**src/dfdp_pkg.sv**
```systemverilog
package dfdp_pkg;
  localparam logic [7:0] LUMA_FILL_ADDR  = 8'h0c;
  localparam logic [7:0] CHROMA_FILL_ADDR = 8'h0d;
  localparam logic [7:0] FIELD_DROP_ADDR = 8'h0e;
  localparam logic [7:0] POWER_MGMT_ADDR = 8'h0f;

  localparam logic [7:0] LUMA_FILL_RST   = 8'h10;
  localparam logic [7:0] CHROMA_FILL_RST = 8'h88;
  localparam logic [7:0] FIELD_DROP_RST  = 8'h00;
  localparam logic [7:0] POWER_MGMT_RST  = 8'h00;

  localparam int FORCE_FILL_BIT   = 0;
  localparam int UNLOCK_FILL_BIT  = 1;
  localparam int LUMA_FILL_LSB    = 2;
  localparam int CR_NIB_LSB       = 4;
  localparam int CB_NIB_LSB       = 0;
  localparam int DROP_EN_BIT      = 0;
  localparam int DROP_PAT_LSB     = 1;
  localparam int DROP_RATE_LSB    = 3;
  localparam int DROP_RSVD_BIT    = 7;
  localparam int PSAVE_SEL_LSB    = 0;
  localparam int PD_PRIO_BIT      = 2;
  localparam int REF_SLEEP_BIT    = 3;
  localparam int LCG_SLEEP_BIT    = 4;
  localparam int CORE_PD_BIT      = 5;
  localparam int REACQ_BIT        = 6;
  localparam int SOFT_RST_BIT     = 7;

  localparam logic [1:0] PAT_FRAME_EVEN = 2'h0;
  localparam logic [1:0] PAT_FRAME_ODD  = 2'h1;
  localparam logic [1:0] PAT_DROP_EVEN  = 2'h2;
  localparam logic [1:0] PAT_DROP_ODD   = 2'h3;

  localparam logic [1:0] PSAVE_FULL     = 2'h0;
  localparam logic [1:0] PSAVE_CVBS     = 2'h1;
  localparam logic [1:0] PSAVE_DIGITAL  = 2'h2;
  localparam logic [1:0] PSAVE_SLEEP    = 2'h3;

  typedef struct packed {
    logic [7:0] y;
    logic [7:0] c;
    logic       c_is_cr;
  } dfdp_pixel_t;

  typedef enum logic [1:0] {
    FG_WAIT = 2'b01,
    FG_IN   = 2'b10
  } dfdp_fg_state_t;
endpackage : dfdp_pkg

```
**src/dfdp_field_gate.sv**
```systemverilog
`timescale 1ns/1ps
module dfdp_field_gate
  import dfdp_pkg::*;
#(
  parameter int RATE_W = 4
) (
  input  wire logic              clk,
  input  wire logic              arst_n,
  input  wire logic              soft_clr,
  input  wire logic              drop_en,
  input  wire logic [1:0]        drop_pat,
  input  wire logic [RATE_W-1:0] drop_rate,
  input  wire logic              field_start,
  input  wire logic              field_odd,
  output logic                   keep_q
);
  dfdp_fg_state_t    st_q, st_d;
  logic [RATE_W-1:0] cnt_q, cnt_d;
  logic              keep_d;

  function automatic logic [RATE_W:0] fg_step(input logic [RATE_W-1:0] cnt,
                                               input logic [RATE_W-1:0] rate);
    // msb is the keep decision, low bits the next skip count
    // at or above: a rate lowered mid-run must not wrap through every count
    if (cnt >= rate) fg_step = {1'b1, {RATE_W{1'b0}}};
    else fg_step = {1'b0, RATE_W'(cnt + 1'b1)};
  endfunction : fg_step

  always_comb begin
    st_d   = st_q;
    cnt_d  = cnt_q;
    keep_d = keep_q;
    if (soft_clr || !drop_en) begin
      st_d   = FG_WAIT;
      cnt_d  = '0;
      keep_d = 1'b1;
    end else if (field_start) begin
      case (drop_pat[1])
        1'b0: begin
          // a frame opens only on the chosen parity; stray fields are dropped
          if (field_odd == drop_pat[0]) begin
            {keep_d, cnt_d} = fg_step(cnt_q, drop_rate);
            st_d = FG_IN;
          end else if (st_q == FG_IN) begin
            st_d = FG_WAIT;
          end else begin
            keep_d = 1'b0;
          end
        end
        default: begin
          st_d = FG_WAIT;
          if (field_odd != drop_pat[0]) keep_d = 1'b1;
          else {keep_d, cnt_d} = fg_step(cnt_q, drop_rate);
        end
      endcase
    end
  end

  always_ff @(posedge clk or negedge arst_n) begin
    if (!arst_n) begin
      st_q   <= FG_WAIT;
      cnt_q  <= '0;
      keep_q <= 1'b1;
    end else begin
      st_q   <= st_d;
      cnt_q  <= cnt_d;
      keep_q <= keep_d;
    end
  end

  property p_field_other_parity;
    @(posedge clk) disable iff (!arst_n)
      drop_en && !soft_clr && field_start && drop_pat[1] && (field_odd != drop_pat[0])
      |=> keep_q;
  endproperty
  a_field_other_parity: assert property (p_field_other_parity)
    else $error("field of passed parity was dropped");

  property p_frame_stray;
    @(posedge clk) disable iff (!arst_n)
      drop_en && !soft_clr && field_start && !drop_pat[1] && st_q == FG_WAIT
      && (field_odd != drop_pat[0]) |=> !keep_q;
  endproperty
  a_frame_stray: assert property (p_frame_stray)
    else $error("frame began on wrong parity");

  property p_rate_zero;
    @(posedge clk) disable iff (!arst_n)
      drop_en && !soft_clr && field_start && drop_rate == '0 && !drop_pat[1]
      && (field_odd == drop_pat[0]) |=> keep_q;
  endproperty
  a_rate_zero: assert property (p_rate_zero)
    else $error("rate zero skipped a frame");

  c_frame_skip: cover property (@(posedge clk) disable iff (!arst_n)
    drop_en && !drop_pat[1] && keep_q ##1 !keep_q);
endmodule : dfdp_field_gate

```
**src/dfdp_regs.sv**
```systemverilog
`timescale 1ns/1ps
module dfdp_regs
  import dfdp_pkg::*;
#(
  parameter int RATE_W = 4
) (
  input  wire logic        clk,
  input  wire logic        arst_n,
  input  wire logic        reg_wr,
  input  wire logic        reg_rd,
  input  wire logic [7:0]  reg_addr,
  input  wire logic [7:0]  reg_wdata,
  output logic [7:0]       reg_rdata_q,
  input  wire logic        lock_lost,
  input  wire logic        field_start,
  input  wire logic        field_odd,
  input  wire logic        pix_valid,
  input  wire dfdp_pixel_t pix_in,
  output logic             pix_valid_q,
  output dfdp_pixel_t      pix_out_q,
  input  wire logic        powerdown_pin_n,
  output logic             core_powerdown_q,
  output logic             pads_disable_q,
  output logic             clk27_stop_q,
  output logic             reference_sleep_q,
  output logic             line_clock_gen_sleep_q,
  output logic             luma_adc_sleep_q,
  output logic             chroma_adc_sleep_q,
  output logic             timing_reacquire_q,
  output logic             core_reset_q
);
  logic [7:0]  luma_reg_q, luma_reg_d;
  logic [7:0]  chroma_reg_q, chroma_reg_d;
  logic [7:0]  drop_reg_q, drop_reg_d;
  logic [5:0]  pwr_reg_q, pwr_reg_d;
  logic        reacq_d, soft_rst_d;
  logic [7:0]  rdata_d;
  logic        pd_meta_q, pd_sync_q;
  logic        pd_d, ref_sleep_d, lcg_sleep_d, luma_sleep_d, chroma_sleep_d;
  logic        fill_act, keep;
  logic        pvalid_d;
  dfdp_pixel_t pout_d;
  logic [1:0]  psel;

  // register writes; the soft reset lands all registers on reset values
  always_comb begin
    luma_reg_d   = luma_reg_q;
    chroma_reg_d = chroma_reg_q;
    drop_reg_d   = drop_reg_q;
    pwr_reg_d    = pwr_reg_q;
    reacq_d      = 1'b0;
    soft_rst_d   = 1'b0;
    if (reg_wr) begin
      case (reg_addr)
        LUMA_FILL_ADDR:   luma_reg_d   = reg_wdata;
        CHROMA_FILL_ADDR: chroma_reg_d = reg_wdata;
        FIELD_DROP_ADDR:  drop_reg_d   = reg_wdata & ~(8'h01 << DROP_RSVD_BIT);
        POWER_MGMT_ADDR: begin
          pwr_reg_d  = reg_wdata[5:0];
          reacq_d    = reg_wdata[REACQ_BIT];
          soft_rst_d = reg_wdata[SOFT_RST_BIT];
        end
        default: ;
      endcase
    end
    if (core_reset_q) begin
      luma_reg_d   = LUMA_FILL_RST;
      chroma_reg_d = CHROMA_FILL_RST;
      drop_reg_d   = FIELD_DROP_RST;
      pwr_reg_d    = POWER_MGMT_RST[5:0];
      reacq_d      = 1'b0;
    end
  end

  always_ff @(posedge clk or negedge arst_n) begin
    if (!arst_n) begin
      luma_reg_q         <= LUMA_FILL_RST;
      chroma_reg_q       <= CHROMA_FILL_RST;
      drop_reg_q         <= FIELD_DROP_RST;
      pwr_reg_q          <= POWER_MGMT_RST[5:0];
      timing_reacquire_q <= 1'b0;
      core_reset_q       <= 1'b0;
    end else begin
      luma_reg_q         <= luma_reg_d;
      chroma_reg_q       <= chroma_reg_d;
      drop_reg_q         <= drop_reg_d;
      pwr_reg_q          <= pwr_reg_d;
      timing_reacquire_q <= reacq_d;
      core_reset_q       <= soft_rst_d;
    end
  end

  // read data; self-clearing bits show their live value
  always_comb begin
    rdata_d = reg_rdata_q;
    if (reg_rd) begin
      case (reg_addr)
        LUMA_FILL_ADDR:   rdata_d = luma_reg_q;
        CHROMA_FILL_ADDR: rdata_d = chroma_reg_q;
        FIELD_DROP_ADDR:  rdata_d = drop_reg_q;
        POWER_MGMT_ADDR:  rdata_d = {core_reset_q, timing_reacquire_q, pwr_reg_q[5:0]};
        default:          rdata_d = 8'h00;
      endcase
    end
  end

  always_ff @(posedge clk or negedge arst_n) begin
    if (!arst_n) reg_rdata_q <= 8'h00;
    else reg_rdata_q <= rdata_d;
  end

  // pin is asynchronous to clk, so two flops before use
  always_ff @(posedge clk or negedge arst_n) begin
    if (!arst_n) begin
      pd_meta_q <= 1'b0;
      pd_sync_q <= 1'b0;
    end else begin
      pd_meta_q <= ~powerdown_pin_n;
      pd_sync_q <= pd_meta_q;
    end
  end

  assign psel = pwr_reg_q[PSAVE_SEL_LSB +: 2];

  // one powerdown decision feeds all three outputs so they never disagree
  always_comb begin
    pd_d           = pwr_reg_q[PD_PRIO_BIT] ? pwr_reg_q[CORE_PD_BIT] : pd_sync_q;
    ref_sleep_d    = pwr_reg_q[REF_SLEEP_BIT];
    lcg_sleep_d    = pwr_reg_q[LCG_SLEEP_BIT];
    // cvbs-only idles the chroma path, digital-only idles both converters
    luma_sleep_d   = (psel == PSAVE_DIGITAL) || (psel == PSAVE_SLEEP);
    chroma_sleep_d = (psel != PSAVE_FULL);
  end

  always_ff @(posedge clk or negedge arst_n) begin
    if (!arst_n) begin
      core_powerdown_q       <= 1'b0;
      pads_disable_q         <= 1'b0;
      clk27_stop_q           <= 1'b0;
      reference_sleep_q      <= 1'b0;
      line_clock_gen_sleep_q <= 1'b0;
      luma_adc_sleep_q       <= 1'b0;
      chroma_adc_sleep_q     <= 1'b0;
    end else begin
      core_powerdown_q       <= pd_d;
      pads_disable_q         <= pd_d;
      clk27_stop_q           <= pd_d;
      reference_sleep_q      <= ref_sleep_d;
      line_clock_gen_sleep_q <= lcg_sleep_d;
      luma_adc_sleep_q       <= luma_sleep_d;
      chroma_adc_sleep_q     <= chroma_sleep_d;
    end
  end

  dfdp_field_gate #(
    .RATE_W (RATE_W)
  ) u_gate (
    .clk         (clk),
    .arst_n      (arst_n),
    .soft_clr    (core_reset_q),
    .drop_en     (drop_reg_q[DROP_EN_BIT]),
    .drop_pat    (drop_reg_q[DROP_PAT_LSB +: 2]),
    .drop_rate   (drop_reg_q[DROP_RATE_LSB +: RATE_W]),
    .field_start (field_start),
    .field_odd   (field_odd),
    .keep_q      (keep)
  );

  assign fill_act = luma_reg_q[FORCE_FILL_BIT] ||
                    (luma_reg_q[UNLOCK_FILL_BIT] && lock_lost);

  always_comb begin
    pout_d   = pix_in;
    pvalid_d = pix_valid && keep;
    if (fill_act) begin
      pout_d.y = {luma_reg_q[7:LUMA_FILL_LSB], 2'b00};
      pout_d.c = pix_in.c_is_cr ? {chroma_reg_q[CR_NIB_LSB +: 4], 4'h0}
                                : {chroma_reg_q[CB_NIB_LSB +: 4], 4'h0};
    end
  end

  always_ff @(posedge clk or negedge arst_n) begin
    if (!arst_n) begin
      pix_out_q   <= '0;
      pix_valid_q <= 1'b0;
    end else begin
      pix_out_q   <= pout_d;
      pix_valid_q <= pvalid_d;
    end
  end

  property p_force_fill;
    @(posedge clk) disable iff (!arst_n)
      luma_reg_q[FORCE_FILL_BIT] |=> pix_out_q.y == {$past(luma_reg_q[7:2]), 2'b00};
  endproperty
  a_force_fill: assert property (p_force_fill)
    else $error("forced fill luma not on output");

  property p_unlock_pass;
    @(posedge clk) disable iff (!arst_n)
      !luma_reg_q[FORCE_FILL_BIT] && !(luma_reg_q[UNLOCK_FILL_BIT] && lock_lost)
      |=> pix_out_q.y == $past(pix_in.y);
  endproperty
  a_unlock_pass: assert property (p_unlock_pass)
    else $error("video replaced while locked");

  property p_cr_fill;
    @(posedge clk) disable iff (!arst_n)
      fill_act && pix_in.c_is_cr |=> pix_out_q.c == {$past(chroma_reg_q[7:4]), 4'h0};
  endproperty
  a_cr_fill: assert property (p_cr_fill)
    else $error("cr fill byte wrong");

  property p_cb_fill;
    @(posedge clk) disable iff (!arst_n)
      fill_act && !pix_in.c_is_cr |=> pix_out_q.c == {$past(chroma_reg_q[3:0]), 4'h0};
  endproperty
  a_cb_fill: assert property (p_cb_fill)
    else $error("cb fill byte wrong");

  property p_auto_fill;
    @(posedge clk) disable iff (!arst_n)
      luma_reg_q[UNLOCK_FILL_BIT] && lock_lost
      |=> pix_out_q.y == {$past(luma_reg_q[7:2]), 2'b00};
  endproperty
  a_auto_fill: assert property (p_auto_fill)
    else $error("lock loss did not bring fill luma");

  property p_soft_reset;
    @(posedge clk) disable iff (!arst_n)
      reg_wr && reg_addr == POWER_MGMT_ADDR && reg_wdata[SOFT_RST_BIT] && !core_reset_q
      |=> core_reset_q ##1 (luma_reg_q == LUMA_FILL_RST && chroma_reg_q == CHROMA_FILL_RST
                            && drop_reg_q == FIELD_DROP_RST && !core_reset_q);
  endproperty
  a_soft_reset: assert property (p_soft_reset)
    else $error("soft reset did not restore registers");

  property p_reacquire;
    @(posedge clk) disable iff (!arst_n)
      reg_wr && reg_addr == POWER_MGMT_ADDR && reg_wdata[REACQ_BIT]
      && !reg_wdata[SOFT_RST_BIT] && !core_reset_q
      |=> timing_reacquire_q ##1 !timing_reacquire_q || $past(reg_wr);
  endproperty
  a_reacquire: assert property (p_reacquire)
    else $error("reacquire pulse wrong");

  property p_pd_bit;
    @(posedge clk) disable iff (!arst_n)
      pwr_reg_q[PD_PRIO_BIT] |=> core_powerdown_q == $past(pwr_reg_q[CORE_PD_BIT])
                                 && clk27_stop_q == core_powerdown_q;
  endproperty
  a_pd_bit: assert property (p_pd_bit)
    else $error("powerdown bit not obeyed");

  property p_pd_pin;
    @(posedge clk) disable iff (!arst_n)
      !pwr_reg_q[PD_PRIO_BIT] |=> pads_disable_q == $past(pd_sync_q);
  endproperty
  a_pd_pin: assert property (p_pd_pin)
    else $error("powerdown pin not obeyed");

  property p_drop_off;
    @(posedge clk) disable iff (!arst_n)
      !drop_reg_q[DROP_EN_BIT] ##1 pix_valid |=> pix_valid_q;
  endproperty
  a_drop_off: assert property (p_drop_off)
    else $error("field dropped while decimation off");

  property p_psave;
    @(posedge clk) disable iff (!arst_n)
      psel == PSAVE_CVBS |=> chroma_adc_sleep_q && !luma_adc_sleep_q;
  endproperty
  a_psave: assert property (p_psave)
    else $error("power save decode wrong");

  property p_ref_sleep;
    @(posedge clk) disable iff (!arst_n)
      1'b1 |=> reference_sleep_q == $past(pwr_reg_q[REF_SLEEP_BIT]);
  endproperty
  a_ref_sleep: assert property (p_ref_sleep)
    else $error("reference sleep not following its bit");

  property p_lcg_sleep;
    @(posedge clk) disable iff (!arst_n)
      1'b1 |=> line_clock_gen_sleep_q == $past(pwr_reg_q[LCG_SLEEP_BIT]);
  endproperty
  a_lcg_sleep: assert property (p_lcg_sleep)
    else $error("line clock generator sleep not following its bit");

  c_unlock_fill: cover property (@(posedge clk) disable iff (!arst_n)
    luma_reg_q[UNLOCK_FILL_BIT] && lock_lost && pix_valid);
  c_soft_reset: cover property (@(posedge clk) disable iff (!arst_n) core_reset_q);
  c_field_drop: cover property (@(posedge clk) disable iff (!arst_n)
    drop_reg_q[DROP_EN_BIT] && pix_valid && !keep);
endmodule : dfdp_regs

```
**config.mk**
```make
export PLATFORM = sky130hd
export DESIGN_NAME = dfdp_regs
export DESIGN_NICKNAME = d
export VERILOG_FILES = /design/src/dfdp_pkg.sv /design/src/dfdp_field_gate.sv /design/src/dfdp_regs.sv
export SDC_FILE = /design/constraint.sdc
export NUM_CORES = 1
export LEC_CHECK = 0
export BUFFER_PORTS_ARGS = -buffer_cell sky130_fd_sc_hd__buf_2
export CAP_MARGIN = 40
export CORE_MARGIN = 10
export CORE_UTILIZATION = 40
export CTS_BUF_LIST = sky130_fd_sc_hd__clkbuf_4
export CTS_CLUSTER_SIZE = 12
export DETAILED_ROUTE_END_ITERATION = 8
export GPL_ROUTABILITY_DRIVEN = 0
export SKIP_LAST_GASP = 1
export SLEW_MARGIN = 10
export SYNTH_ARGS = -nofsm -noshare
export SYNTH_HDL_FRONTEND = slang
export SYNTH_SLANG_ARGS = --single-unit
```
**constraint.sdc**
```tcl
create_clock -name clk -period 2.9 [get_ports clk]
set_input_delay 0.58 -clock clk [delete_from_list [all_inputs] [get_ports clk]]
set_output_delay 0.58 -clock clk [all_outputs]
set_load 0.03 [all_outputs]
```
==> results.toml <==
[yosys]
yosysWarningCount = 0
synth.most_common_cell = "dfrtp_1"
synth_area_mm2 = 0.00318
synth_area_leaders = "dfrtp_1, mux2i_1, mux4_2"
synth_edf_count = 0
syn_area_per_cell_um2 = 11.7
yosys.area_share.xor_xnor_pct = 0.275
synth-main-ff-cell = "dfrtp_1"
ys_top_cells_by_count = "dfrtp_1, nor2_1, mux2i_1, inv_1, o21ai_0"
synth_adder_area_share_pct = 1.97
yosys.area.top_type_share_pct = 51.9
ys_seq_area_share_pct = 56.0
synth_fp_nets = 319
async_flop_share_pct = 100
synthCells = 272
ys_ff_latch = 71
synth-compound-area-share_pct = 7.47
synth_top_area_cell = "dfrtp_1"
yosysUniqueCellTypes = 39
synthSimpleGateAreaFrac_pct = 12.3
synth_top_family_by_area = "multiplexers"
synth_mux_area_share_pct = 17.2

[cts]
post-cts-setup-buffers = 0
clk_pin_slew_worst_paths_ns = 0.13
htreeDepth = 3
clock-sinks = 71
clk-insertion-delay-late_ns = 0.43
cts_tree = "yes"
cts_resized = 0
root_buffer = "clkbuf_4"
holdBufCountCts = 0
clk_path_buf_depth = 2
numCtsBuffers = 9

[setup_path]
crit_arrival_ns = 1.62
critical_path.cell_chain = "buf_2"
end_kind = "primary output"
crit_family = "flip-flops"
critPathRequiredTime_ns = 2.32
cpMaxStageDelayCell = "dfrtp_1"
cp_max_fo = 22
crit_type = "reg2out"
cp-start-kind = "flip-flop"
slowest_delay_ns = 0.86
cp_num_buf_inv = 1

[grt]
grt_max_degree = 45
grt_pass1_vias = 2376
grt_pass1_wl_mm = 12.1
antenna_found_initial = 0
overflow = 0
track_usage_pct = 12.9

[status]
run_status = "finished clean"

[drt]
first_iter_violations = 127
drt-vias-per-instance = 4.93
drc = 0
num_vias = 2252
first_pass_iters = 4
detail-route-antenna-nets = 0
avgRoutedWirePerCell_um = 16.1
wirelength_mm = 7.35

[placement]
dpl_cell_area_mm2 = 0.00367
dp_hpwl_mm = 5.50
port-buffer-count = 76
dp_worst_setup_slack_ns = 0.584

[layout]
antenna_cells = 0
syn2layout_area_growth_pct = 20.0
finalInstanceArea_mm2 = 0.00382
drive_above_1_share_pct = 35.2
fin_nets = 397

[sta]
holdWs_ns = 0.163
timing.final.crit_share_pct = 75.7
finalSetupTns_ns = 0
setup_viol = 0
final.setup.worst_slack_ns = 0.703
relSlewSlack_pct = 49.3
min_period_ns = 2.20
fin_worst_skew_ns = 0.0132
hold_viol_final = 0
max_freq_mhz = 455
slew_violations = 0
rsz0062_at_grt = "false"
tightest_slew_ns = 0.761

[power_and_ir_drop]
ir_worst_vdd_mv = 0.246
power_leakage_nw = 1.93
powerDensity_mw_per_mm2 = 510

[die]
dieArea_mm2 = 0.0119
die_h_um = 109
die_w_um = 109
placementRows = 32
io_pins = 77
initial_utilization_pct = 41.2
coreArea_mm2 = 0.00773

[hold_path]
hold_class = "in2async"

[job]
drv_cap = 0
## where the power goes
group	total [mW]	leakage (nW)	switching, mW	internal [mW]
Clock	0.651	0.0696	0.381	0.271
Combinational	0.237	0.938	0.145	0.0923
Sequential	1.06	0.921	0.0240	1.04
Total	1.95	1.93	0.550	1.40
## registers in the layout (all words and copies together) (netlist names)
register                count
line_clock_gen_sleep_q      1
reference_sleep_q           1
clk27_stop_q                1
drop_reg_q                  7
core_reset_q                1
reg_rdata_q                 8
pix_out_q                  17
timing_reacquire_q          1
luma_reg_q                  8
luma_adc_sleep_q            1
pd_meta_q                   1
chroma_reg_q                8
u_gate.st_q                 2
u_gate.cnt_q                4
pix_valid_q                 1
pd_sync_q                   1
u_gate.keep_q               1
chroma_adc_sleep_q          1
pwr_reg_q                   6
## layer usage
metal / up-vias / routed length (um) / track usage, %
li1: 1094 / - / -
met1: 1093 / 3250 / 16.3
met2: 56 / 3460 / 20.4
met3: 9 / 564 / 4.90
met4: 0 / 74 / 3.35
met5: - / 0 / 0
## stage by stage
step | power (mW) | util, % | instances
6_report | 1.95 | 49.4 | 457
5_1_grt | 2.05 | 49.4 | 457
4_1_cts | 1.98 | 49.4 | 457
3_5_place_dp | 1.32 | 47.5 | 441
3_3_place_gp | 1.32 | 47.5 | 441
2_1_floorplan | 1.22 | - | 272
## cells in the final DEF (no fill, tap or decap), types with 2 or more instances in the layout
master,instances
o22ai_1,3
nand3b_1,2
or2_2,2
a211o_1,3
and2_1,8
buf_4,5
mux4_2,7
o21ai_0,14
inv_6,3
dfrtp_1,66
nand2b_1,3
dfstp_2,5
a31oi_1,2
ha_1,5
nand2_1,11
nor2_1,35
o211ai_1,4
mux2i_1,30
nand3_1,9
mux2_2,8
buf_2,76
a21oi_1,5
inv_1,19
clkinvlp_4,3
clkbuf_4,9
a22oi_1,2
## worst paths after layout
check                                start               to  slack (ns)  cells after the start
min                                 arst_n     pix_out_q[9]        0.16                      1
min reg2reg                      pd_meta_q        pd_sync_q        0.35                      0
max in group asynchronous           arst_n  chroma_reg_q[3]        2.01                      2
max reg2reg                  drop_reg_q[3]  u_gate.cnt_q[2]        1.04                      6
min in group clk           powerdown_pin_n        pd_meta_q        0.29                      2
max                           core_reset_q     core_reset_q        0.70                      1
## cell families after synthesis
kind of cell / count (synthesis)
buffers and inverters: 34
muxes: 45
AOI/OAI and AO/OA: 38
DFF: 71
adders and majority gates: 5
xor gates and xnor gates: 1
and+or+nand+nor: 78
## area by class of cell
class / count / area [um^2]
repair buffers: 82 / 438
clock buffers: 9 / 67.6
flip-flops and latches: 71 / 1780
fillers: 735 / 3910
well taps: 102 / 128
inverters: 19 / 71.3
multi-input cells: 167 / 1250
clock inverters: 7 / 78.8
Power figures use the tool's default switching activity.
